**src/pwc_pkg.sv**
```systemverilog
// Constants, field layout and types of the power, clock and wake-up control block
package pwc_pkg;

	// ====================================================
	// Bus and register map
	localparam int PWC_ADDR_W = 18;
	localparam int PWC_DATA_W = 32;
	localparam int PWC_IDX_W = 16;
	localparam logic [PWC_IDX_W-1:0] PWC_IDX_LEVEL = 16'h6202;
	localparam logic [PWC_IDX_W-1:0] PWC_IDX_CTRL = 16'h6203;
	localparam logic [PWC_IDX_W-1:0] PWC_IDX_STAT = 16'h6204;
	localparam logic [PWC_IDX_W-1:0] PWC_IDX_EN = 16'h6205;

	// ====================================================
	// Control register fields
	localparam int PWC_CTRL_SOFT_RST = 0;
	localparam int PWC_CTRL_CLR_WAKE = 1;
	localparam int PWC_CTRL_PLL = 3;
	localparam int PWC_CTRL_CLK96 = 4;
	localparam int PWC_CTRL_USB_RSTN = 5;
	localparam logic [1:0] PWC_CTRL_TOP_BITS = 2'h3;
	localparam logic PWC_CTRL_BIT_RESET = 1'h0;

	// ====================================================
	// Wake source positions, shared by status and enable
	localparam int PWC_WK_INT0 = 0;
	localparam int PWC_WK_INT1 = 1;
	localparam int PWC_WK_USB = 2;
	localparam int PWC_WK_CL = 3;
	localparam int PWC_WK_SERIAL = 4;
	localparam int PWC_WK_GPIRQ = 6;
	localparam logic [7:0] PWC_STAT_MASK = 8'h5f;
	localparam logic [7:0] PWC_STAT_RESET = 8'h00;
	localparam logic [7:0] PWC_EN_WR_MASK = 8'hfb;
	localparam logic [7:0] PWC_EN_RESET = 8'h00;

	// ====================================================
	// Wake level register
	localparam int PWC_LEVEL_GPIRQ = 2;
	localparam logic PWC_LEVEL_RESET = 1'h0;

	// ====================================================
	// Timing
	localparam int PWC_SERIAL_EDGES = 5;
	localparam int PWC_CLK_PERIOD_NS = 100;
	localparam int PWC_FW_RESET_TIME_NS = 1000;
	localparam int PWC_FW_RESET_CYCLES = (PWC_FW_RESET_TIME_NS + PWC_CLK_PERIOD_NS - 1) / PWC_CLK_PERIOD_NS;

	// ====================================================
	// Types
	typedef struct packed {
		logic usb_reset_n;
		logic fast_clock_gen_on;
		logic pll_enable;
	} pwc_clk_ctrl_t;

	typedef struct packed {
		logic gpirq;
		logic serial_rx;
		logic ext_irq_one_pin;
		logic ext_irq_zero_pin;
	} pwc_pins_t;

	typedef enum logic [1:0] {
		PWC_SR_IDLE = 2'b01,
		PWC_SR_HOLD = 2'b10
	} pwc_sr_state_t;

endpackage

```
**src/pwc_power_wakeup_control.sv**
```systemverilog
// Power, clock and reset control with wake-up source logging, APB slave
//
// Behaviour
// RQ1 - Soft reset write starts firmware reset
// RQ2 - Soft reset bit self-clears after sequence
// RQ3 - Clear bit zeroes all wake flags
// RQ4 - Clear bit self-clears after acceptance
// RQ5 - Bit 5 low holds USB in reset
// RQ6 - Bit 4 switches fast clock generation
// RQ7 - Bit 3 enables the PLL
// RQ8 - One read-only flag per wake source
// RQ9 - Status bit 6 general interrupt wake
// RQ10 - Status bit 4 after five serial edges
// RQ11 - Status bit 3 contactless wake
// RQ12 - Status bit 2 USB interrupt wake
// RQ13 - Status bits 1,0 external pin wakes
// RQ14 - Firmware clears flags after reading them
// RQ15 - Enable bit 6 allows general interrupt
// RQ16 - Enable bit 4 allows serial wake
// RQ17 - Enable bit 3 allows contactless wake
// RQ18 - Enable bit 2 is read-only
// RQ19 - Enable bits 1,0 allow external pins
// RQ20 - Level select sets general interrupt polarity
// RQ21 - Flag sets only when enabled and present
//
// Chosen here: the APB interface to the registers.
`timescale 1ns/1ps

module pwc_power_wakeup_control #(
	parameter int FW_RESET_CYCLES = pwc_pkg::PWC_FW_RESET_CYCLES
) (
	// Clock and reset
	input wire logic pclk,
	input wire logic presetn,
	// APB slave
	input wire logic psel,
	input wire logic penable,
	input wire logic pwrite,
	input wire logic [pwc_pkg::PWC_ADDR_W-1:0] paddr,
	input wire logic [pwc_pkg::PWC_DATA_W-1:0] pwdata,
	output logic [pwc_pkg::PWC_DATA_W-1:0] prdata,
	output logic pready,
	output logic pslverr,
	// Wake pins, asynchronous
	input wire pwc_pkg::pwc_pins_t pins,
	// Wake events from on-chip logic, same clock
	input wire logic rf_field_detect,
	input wire logic wired_if_event,
	input wire logic usb_irq,
	input wire logic usb_wake_allow,
	// Clock and reset controls, and the wake strobe
	output pwc_pkg::pwc_clk_ctrl_t clk_ctrl,
	output logic fw_reset,
	output logic wake_up
);
	import pwc_pkg::*;

	// ====================================================
	// Decode
	function automatic logic hits(input logic [PWC_ADDR_W-1:0] a, input logic [PWC_IDX_W-1:0] idx);
		hits = (a[PWC_ADDR_W-1:2] == idx) && (a[1:0] == 2'h0);
	endfunction

	// ====================================================
	// Pin synchronisers
	pwc_pins_t sync1;
	pwc_pins_t sync2;
	logic serial_prev;

	always_ff @(posedge pclk or negedge presetn) begin
		if (!presetn) begin
			sync1 <= '0;
			sync2 <= '0;
			serial_prev <= 1'b0;
		end else begin
			sync1 <= pins;
			sync2 <= sync1;
			serial_prev <= sync2.serial_rx;
		end
	end

	// ====================================================
	// Bus decode shared by all register groups
	logic access;
	logic wr_fire;
	logic mapped;
	logic [7:0] wbyte;
	logic wr_ctrl;
	logic wr_en;
	logic wr_level;

	always_comb begin
		access = psel && penable && !pready;
		wr_fire = psel && penable && pready && pwrite;
		wbyte = pwdata[7:0];
		mapped = hits(paddr, PWC_IDX_LEVEL) || hits(paddr, PWC_IDX_CTRL)
			|| hits(paddr, PWC_IDX_STAT) || hits(paddr, PWC_IDX_EN);
		wr_ctrl = wr_fire && hits(paddr, PWC_IDX_CTRL);
		wr_en = wr_fire && hits(paddr, PWC_IDX_EN);
		wr_level = wr_fire && hits(paddr, PWC_IDX_LEVEL);
	end

	// ====================================================
	// Clock and USB reset controls
	pwc_clk_ctrl_t ctrl;
	pwc_clk_ctrl_t next_ctrl;

	always_comb begin
		next_ctrl = ctrl;
		if (wr_ctrl) begin
			next_ctrl.usb_reset_n = wbyte[PWC_CTRL_USB_RSTN]; // RQ5
			next_ctrl.fast_clock_gen_on = wbyte[PWC_CTRL_CLK96]; // RQ6
			next_ctrl.pll_enable = wbyte[PWC_CTRL_PLL]; // RQ7
		end
	end

	// Reset leaves USB held and clocks off
	always_ff @(posedge pclk or negedge presetn) begin
		if (!presetn) begin
			ctrl <= '{PWC_CTRL_BIT_RESET, PWC_CTRL_BIT_RESET, PWC_CTRL_BIT_RESET};
		end else begin
			ctrl <= next_ctrl;
		end
	end

	assign clk_ctrl = ctrl;

	// ====================================================
	// Wake level select
	logic gpirq_level;
	logic next_gpirq_level;

	always_comb begin
		next_gpirq_level = gpirq_level;
		if (wr_level) begin
			next_gpirq_level = wbyte[PWC_LEVEL_GPIRQ]; // RQ20
		end
	end

	always_ff @(posedge pclk or negedge presetn) begin
		if (!presetn) begin
			gpirq_level <= PWC_LEVEL_RESET;
		end else begin
			gpirq_level <= next_gpirq_level;
		end
	end

	// ====================================================
	// Wake source enables
	logic [7:0] wake_en;
	logic [7:0] next_wake_en;

	always_comb begin
		next_wake_en = wake_en;
		if (wr_en) begin
			next_wake_en = wbyte & PWC_EN_WR_MASK;
		end
		// Bit 2 mirrors the USB side; software writes are dropped
		next_wake_en[PWC_WK_USB] = usb_wake_allow; // RQ18
	end

	always_ff @(posedge pclk or negedge presetn) begin
		if (!presetn) begin
			wake_en <= PWC_EN_RESET;
		end else begin
			wake_en <= next_wake_en;
		end
	end

	// ====================================================
	// Serial edge counter
	logic [2:0] edge_cnt;
	logic [2:0] next_edge_cnt;
	logic serial_rise;
	logic serial_cond;

	always_comb begin
		serial_rise = sync2.serial_rx && !serial_prev;
		serial_cond = serial_rise && (edge_cnt == 3'(PWC_SERIAL_EDGES - 1)); // RQ10
		// Count restarts when disabled or on a hit
		if (!wake_en[PWC_WK_SERIAL] || serial_cond) begin
			next_edge_cnt = 3'h0;
		end else if (serial_rise) begin
			next_edge_cnt = edge_cnt + 3'h1;
		end else begin
			next_edge_cnt = edge_cnt;
		end
	end

	always_ff @(posedge pclk or negedge presetn) begin
		if (!presetn) begin
			edge_cnt <= 3'h0;
		end else begin
			edge_cnt <= next_edge_cnt;
		end
	end

	// ====================================================
	// Wake conditions and gating
	logic gpirq_cond;
	logic [7:0] cond;
	logic [7:0] set;

	always_comb begin
		// Polarity follows level select
		gpirq_cond = (sync2.gpirq == gpirq_level); // RQ20
		cond = 8'h00;
		cond[PWC_WK_GPIRQ] = gpirq_cond; // RQ9
		cond[PWC_WK_SERIAL] = serial_cond; // RQ10
		cond[PWC_WK_CL] = rf_field_detect || wired_if_event; // RQ11
		cond[PWC_WK_USB] = usb_irq; // RQ12
		cond[PWC_WK_INT1] = !sync2.ext_irq_one_pin; // RQ13
		cond[PWC_WK_INT0] = !sync2.ext_irq_zero_pin; // RQ13
	end

	// Each source gated by its own enable
	for (genvar g = 0; g < 8; g++) begin : g_gate
		assign set[g] = wake_en[g] && cond[g] && PWC_STAT_MASK[g]; // RQ15 RQ16 RQ17 RQ19 RQ21
	end

	// ====================================================
	// Clear request
	logic clr_pending;
	logic next_clr_pending;

	always_comb begin
		next_clr_pending = wr_ctrl && wbyte[PWC_CTRL_CLR_WAKE]; // RQ3 RQ4
	end

	always_ff @(posedge pclk or negedge presetn) begin
		if (!presetn) begin
			clr_pending <= 1'b0;
		end else begin
			clr_pending <= next_clr_pending;
		end
	end

	// ====================================================
	// Wake status flags
	logic [7:0] stat;
	logic [7:0] next_stat;

	always_comb begin
		// Set wins over clear so no wake is lost
		next_stat = ((clr_pending ? PWC_STAT_RESET : stat) | set) & PWC_STAT_MASK; // RQ3 RQ8
	end

	always_ff @(posedge pclk or negedge presetn) begin
		if (!presetn) begin
			stat <= PWC_STAT_RESET;
		end else begin
			stat <= next_stat;
		end
	end

	// ====================================================
	// Wake strobe
	logic next_wake_up;

	always_comb begin
		next_wake_up = |set; // RQ21
	end

	always_ff @(posedge pclk or negedge presetn) begin
		if (!presetn) begin
			wake_up <= 1'b0;
		end else begin
			wake_up <= next_wake_up;
		end
	end

	// ====================================================
	// Firmware reset sequencer
	pwc_sr_state_t sr_state;
	pwc_sr_state_t next_sr_state;
	logic [15:0] sr_cnt;
	logic [15:0] next_sr_cnt;
	logic next_fw_reset;

	always_comb begin
		next_sr_state = sr_state;
		next_sr_cnt = sr_cnt;
		case (sr_state)
			PWC_SR_IDLE: begin
				// Requests during the hold are dropped
				if (wr_ctrl && wbyte[PWC_CTRL_SOFT_RST]) begin
					next_sr_state = PWC_SR_HOLD; // RQ1
					next_sr_cnt = 16'(FW_RESET_CYCLES - 1);
				end
			end
			PWC_SR_HOLD: begin
				if (sr_cnt == 16'h0000) begin
					next_sr_state = PWC_SR_IDLE; // RQ2
				end else begin
					next_sr_cnt = sr_cnt - 16'h0001;
				end
			end
			default: begin
				next_sr_state = PWC_SR_IDLE;
				next_sr_cnt = 16'h0000;
			end
		endcase
		next_fw_reset = (next_sr_state == PWC_SR_HOLD); // RQ1
	end

	always_ff @(posedge pclk or negedge presetn) begin
		if (!presetn) begin
			sr_state <= PWC_SR_IDLE;
			sr_cnt <= 16'h0000;
			fw_reset <= 1'b0;
		end else begin
			sr_state <= next_sr_state;
			sr_cnt <= next_sr_cnt;
			fw_reset <= next_fw_reset;
		end
	end

	// ====================================================
	// Read mux and bus response
	logic [7:0] rbyte;
	logic [PWC_DATA_W-1:0] next_prdata;
	logic next_pready;
	logic next_pslverr;

	always_comb begin
		rbyte = 8'h00;
		if (hits(paddr, PWC_IDX_CTRL)) begin
			rbyte = {PWC_CTRL_TOP_BITS, ctrl.usb_reset_n, ctrl.fast_clock_gen_on, ctrl.pll_enable,
				1'b0, clr_pending, sr_state == PWC_SR_HOLD};
		end else if (hits(paddr, PWC_IDX_STAT)) begin
			rbyte = stat;
		end else if (hits(paddr, PWC_IDX_EN)) begin
			rbyte = wake_en;
		end else if (hits(paddr, PWC_IDX_LEVEL)) begin
			rbyte[PWC_LEVEL_GPIRQ] = gpirq_level;
		end
		// One wait state; unmapped reads zero with error
		next_pready = access;
		next_pslverr = access && !mapped;
		next_prdata = (access && !pwrite) ? {24'h000000, rbyte} : 32'h00000000;
	end

	// Response is registered so every bus output comes from a flop
	always_ff @(posedge pclk or negedge presetn) begin
		if (!presetn) begin
			prdata <= 32'h00000000;
			pready <= 1'b0;
			pslverr <= 1'b0;
		end else begin
			prdata <= next_prdata;
			pready <= next_pready;
			pslverr <= next_pslverr;
		end
	end

endmodule

```
**config.mk**
```make
export PLATFORM = sky130hd
export DESIGN_NAME = pwc_power_wakeup_control
export DESIGN_NICKNAME = d
export VERILOG_FILES = /design/src/pwc_pkg.sv /design/src/pwc_power_wakeup_control.sv
export SDC_FILE = /design/constraint.sdc
export NUM_CORES = 1
export LEC_CHECK = 0
export ABC_CLOCK_PERIOD_IN_PS = 3000
export BUFFER_PORTS_ARGS = -buffer_cell sky130_fd_sc_hd__buf_2
export CELL_PAD_IN_SITES_DETAIL_PLACEMENT = 1
export CELL_PAD_IN_SITES_GLOBAL_PLACEMENT = 1
export CORE_MARGIN = 5
export CORE_UTILIZATION = 38
export DETAILED_ROUTE_END_ITERATION = 8
export HOLD_SLACK_MARGIN = 0.03
export PLACE_DENSITY_LB_ADDON = 0.3
export SETUP_SLACK_MARGIN = 0.2
export SYNTH_ARGS = -nofsm -noshare
export SYNTH_HDL_FRONTEND = slang
export SYNTH_SLANG_ARGS = --single-unit
```
**constraint.sdc**
```tcl
create_clock -name pclk -period 3 [get_ports pclk]
set_input_delay 0.3 -clock pclk [delete_from_list [all_inputs] [get_ports pclk]]
set_output_delay 0.3 -clock pclk [all_outputs]
set_load 0.01 [all_outputs]
```
Yosys cells after proc, flatten, opt, wreduce, memory -nomap -nowiden. Cells that the tools add are included.

Div/mod/pow operators: 0. Multiply operators: 0. Bitwise operators: 1. Reductions and logical operators: 40. Equal/unequal tests: 11. Mux-type cells: 16. $add $sub $neg: 2. Shift-type cells: 0. $lt $le $gt $ge: 0.

Operators with widths (count): equality test 16 x 15 -> 1 bit (second input constant) (4); two-way mux 16 bit (2); case mux 16 bit (2 select lines) (1); two-way mux 8 bit (3); logical AND 1 bit (23); zero test 16 bit (1); subtractor 16 x 1 -> 16 bit (second input constant) (1); zero test 1 bit (7); two-way mux 7 bit (1); OR 7 bit (1); two-way mux 2 bit (3); two-way mux 3 bit (2); OR reduction 6 bit (1); logical OR 1 bit (5); two-way mux 5 bit (1); equality test 2 bit (second input constant) (2); inequality test 2 bit (second input constant) (2); case mux 2 bit (2 select lines) (1); adder 3 x 1 -> 3 bit (second input constant) (1); equality test 3 bit (second input constant) (1); equality test 2 x 1 -> 1 bit (second input constant) (1); zero test 2 bit (1); two-way mux 1 bit (2); AND reduction 2 bit (1); other kinds (2) (2).

RAM bits: 0. Memories: 0. Output and inout bits: 39. Bits in latches: 0. Bits in read-only memories: 0. Register bits after elaboration: 61. Bits of input ports: 63. Word-level logic and storage cells: 95.

Longest topological paths before layout.
Depth in word-level cells: 8. Mapped depth: 8. Mapped depth without buffers: 7.

Least setup slack after synthesis. No wires, ideal clock.

Kind: in2reg. Start point: input port paddr[5] (netlist name). End point: register sr_cnt[13]. Required time: 2.896 ns. Stages on the path: 6. Slack: 0.885 ns. Path buffers: 1. Setup time: 0.104 ns. Arrival: 2.012 ns. Path through: nor4b_2 nand4_2 o41a_1 or3_1 buf_2 o41ai_2.

Cells in the longest elaborated chain, start to end: 6.

RTL lines: start: declaration (line pwc_power_wakeup_control.sv:39) `input wire logic [pwc_pkg::PWC_ADDR_W-1:0] paddr,`; equality test 16 x 15 -> 1 bit (line pwc_power_wakeup_control.sv:61) `hits = (a[PWC_ADDR_W-1:2] == idx) && (a[1:0] == 2'h0);`; logical AND 1 bit (line pwc_power_wakeup_control.sv:61); logical AND 1 bit (line pwc_power_wakeup_control.sv:98) `wr_ctrl = wr_fire && hits(paddr, PWC_IDX_CTRL);`; logical AND 1 bit (line pwc_power_wakeup_control.sv:286) `if (wr_ctrl && wbyte[PWC_CTRL_SOFT_RST]) begin`; inequality test 2 bit (no source line); AND reduction 2 bit (no source line); end signal: assignment (line pwc_power_wakeup_control.sv:313) `sr_cnt <= next_sr_cnt;`; end: declaration (line pwc_power_wakeup_control.sv:276) `logic [15:0] sr_cnt;`.

No other way between the ends. A chain may end at the register's enable or synchronous reset.

Worst setup path after layout.
Start point: register sr_cnt[0]. End point: register sr_cnt[10].

Cells in the longest elaborated chain, start to end: 3. Elaborated cells on any way between the ends: 6. Those cells by class: 1 x add/sub; 1 x eq/ne; 2 x mux; 2 x reduce/logical.

RTL lines (line): subtractor 16 x 1 -> 16 bit or zero test 16 bit (tied branches) (pwc_power_wakeup_control.sv:295, pwc_power_wakeup_control.sv:292); two-way mux 16 bit or inequality test 2 bit (tied branches); case mux 16 bit (2 select lines) or AND reduction 2 bit (tied branches).

Several ways; a longest one is shown, not always the timed one. The select of a mux whose other input is x is not followed.

==> metrics.cfg <==
[run_status]
status=completed

[layout]
fillerInstances=907
layout.nets=438
antenna_cells=0
utilization_pct=46.6
layout_commonest_cell=dfrtp_1
drive_gt1_share_pct=26.5
final_cell_mix=dfrtp_1 (60), buf_2 (53), o21ai_0 (35), conb_1 (24), nand2_1 (22)
syn2layout_area_growth_pct=19.1

[floorplanning]
num_io_pins=102
rows=32
die_y_um=99.5
dieArea_um2=9890
core-area_um2=7770
die_x_um=99.5
initial_utilization_pct=39.2

[yosys]
ys_warn_count=0
ys_ff_latch=61
synth_edf_count=0
synthArstFlopShare_pct=100
synth_compound_area_share_pct=16.0
synthXorXnorAreaFrac_pct=0.288
syn_area_um2=3040
synth_cell_types=46
synth_top_family_by_area=simple AND/OR/NAND/NOR gates
synth_flop_cell=dfrtp_1
synthSimpleGateAreaFrac_pct=18.1
postSynthCellCount=304
synth_fa_ha_area_share_pct=2.47
ys_seq_area_share_pct=50.2
synthMuxAreaShare_pct=3.33
postSynthAreaPerCell_um2=10.0

[pwr]
p_sw_uw=395
leakage_nw=1.67
seqPwrFrac_pct=47.1
power_density_nw_per_um2=489
clkPwrFrac_pct=47.6
netSwitchingFraction_pct=22.3
pwr-share-comb_pct=5.3
internal_power_mw=1.38
vdd_drop_max_mv=0.248

[min_path]
hold_end=sync1[3]
hold_class=in -> reg
worstHoldPathCells=1
min_from=pins[3]

[clocking]
cts_resized=0
root_buffer=clkbuf_8
htreeDepth=3
cts_setup_buffers=0
cts_buffers=9
cts_tree=yes
clock_path_buffers=2
clkLatencyLatePin_ns=0.33
clkTransAtPathRegs_ns=0.07
clock_sinks=61

[detailed_routing]
firstDrtPassIters=4
detail-route-antenna-nets=0
drtIter0Drc=45
wl_per_cell_um=15.9
wl_um=7570
vias_per_cell=5.01
vias=2385
drc=0

[setup_path]
r2r-start=sr_cnt[0]
cpLargestDelayFamily=simple AND/OR/NAND/NOR gates
start_kind=register
cp.buffers_inverters=1
slowest_stage=or4b_2
arrival_ns=2.50
rr_worst_depth=6
cp_cell_sequence=inv_1 -> ha_1 -> or4b_2 -> nor2_1 -> nand4b_1 -> o31ai_1
crit_path_max_fanout=6
required_ns=3.24
end_kind=register
r2r_end=sr_cnt[10]
reg2reg_setup_slack_ns=0.74
critical_path_class=reg -> reg
slowest_delay_ns=0.69

[placed_design]
hpwl_um=5500
io_buffer_count=53
gp_congestion=0.805

[flow_run]
drv_cap=0

[sta]
tns_ns=0
worst_pin_slew_ns=0.550
grt_setup_unrepaired=false
fin_crit_sh_pct=75.5
final.min_clock_period_ns=2.26
slew_headroom_pct=63.3
final_max_slew_viol_count=0
hold_viol_final=0
fmax_mhz=442
finalClockSkew_ns=0.00658
setup_viol=0

[global_route]
grt_util_met3_pct=4.00
grt_use_total_pct=15.8
grt_first_pass_wirelength_um=12500
antenna_found_initial=0
gr-usage-met1_pct=18.6
grt_overflow=0
grt_pass1_vias=2568
grt-busiest-layer=met2
grt_use_met2_pct=29.0
grt_max_degree=38

==> worst reg2reg max path, cell delays in order (launching register included) <==
cell      delay [ns]
dfrtp_1         0.39
inv_1           0.15
ha_1            0.23
or4b_2          0.69
nor2_1          0.26
nand4b_1        0.21
o31ai_1         0.24
==> layer usage <==
layer | routed length (µm) | part of all wire [%] | vias to the layer above
li1 | - | - | 1160
met1 | 3150 | 42 | 1191
met2 | 4110 | 54 | 28
met3 | 242 | 3.2 | 6
met4 | 55 | 0.73 | 0
met5 | 0 | 0 | -
==> worst max path at each step <==
stage                          from         end  cells past startpoint
final                     sr_cnt[0]  sr_cnt[10]                      6
after global routing      sr_cnt[0]  sr_cnt[14]                      7
after CTS                 sr_cnt[0]  sr_cnt[10]                      6
after detailed placement   paddr[5]   sr_cnt[6]                      6
after global placement     paddr[5]   sr_cnt[5]                      6
after floorplan            paddr[5]  sr_cnt[13]                      6
==> power groups by stage <==
stage / sequential (mW) / combinational [mW] / clock (mW)
6_report: 0.835 / 0.0937 / 0.844
3_3_place_gp: 0.850 / 0.0907 / 0
5_1_grt: 0.835 / 0.106 / 0.904
2_1_floorplan: 0.851 / 0.0586 / 0
3_5_place_dp: 0.851 / 0.0933 / 0
4_1_cts: 0.835 / 0.0948 / 0.868
==> synth_stat cells (all sizes together) (7+ instances only) <==
master,count,area [µm²]
dfrtp,60,1500
o21ai,35,175
buf,26,190
nand2,22,82.6
inv,19,71.3
nor2,18,67.6
a21oi,15,75.1
nor3,10,50.1
mux2,9,101
o31ai,9,67.6
clkbuf,7,26.3
nand2b,7,43.8
==> registers in the layout (all words and copies together) (netlist names), 2 cells and up <==
signal and flops:
stat 6, sr_state 2, clk_ctrl 3, sr_cnt 16
prdata 8, sync1 4, wake_en 8, sync2 4
edge_cnt 3
==> through the flow <==
step                cell area (µm²)  instances  setup slack [ns]  total power, mW  hold slack [ns]
finish                         3620        476             0.736             1.77           0.0673
global route                   3620        476             0.491             1.84           0.0429
CTS                            3620        476             0.738             1.80           0.0518
detailed placement             3380        459             0.557            0.944            0.323
floorplan                      3130        327             0.885            0.910          0.00441
global placement               3380        459             0.637            0.941            0.315
==> layout make-up <==
type	instances	area, µm²	area share (%)
clock inverters	5	82.6	2.28
well taps	102	128	3.52
multi-input cells	214	1310	36.2
repair buffers	64	350	9.67
inverters	19	71.3	1.97
flip-flops and latches	61	1530	42.2
clock buffers	11	151	4.18
==> cell families after synthesis <==
logic type,count (synthesis)
other,1
DFF,61
AOI/OAI and AO/OA,79
and+or+nand+nor,95
adders and majority gates,6
buffers and inverters,52
xor gates and xnor gates,1
muxes,9
==> timing repair <==
action                                  4_1_cts  5_1_grt
hold endpoints to repair                     24        0
endpoints found under the setup margin        0        0
hold buffers                                  1        0
Power figures use the tool's default switching activity.
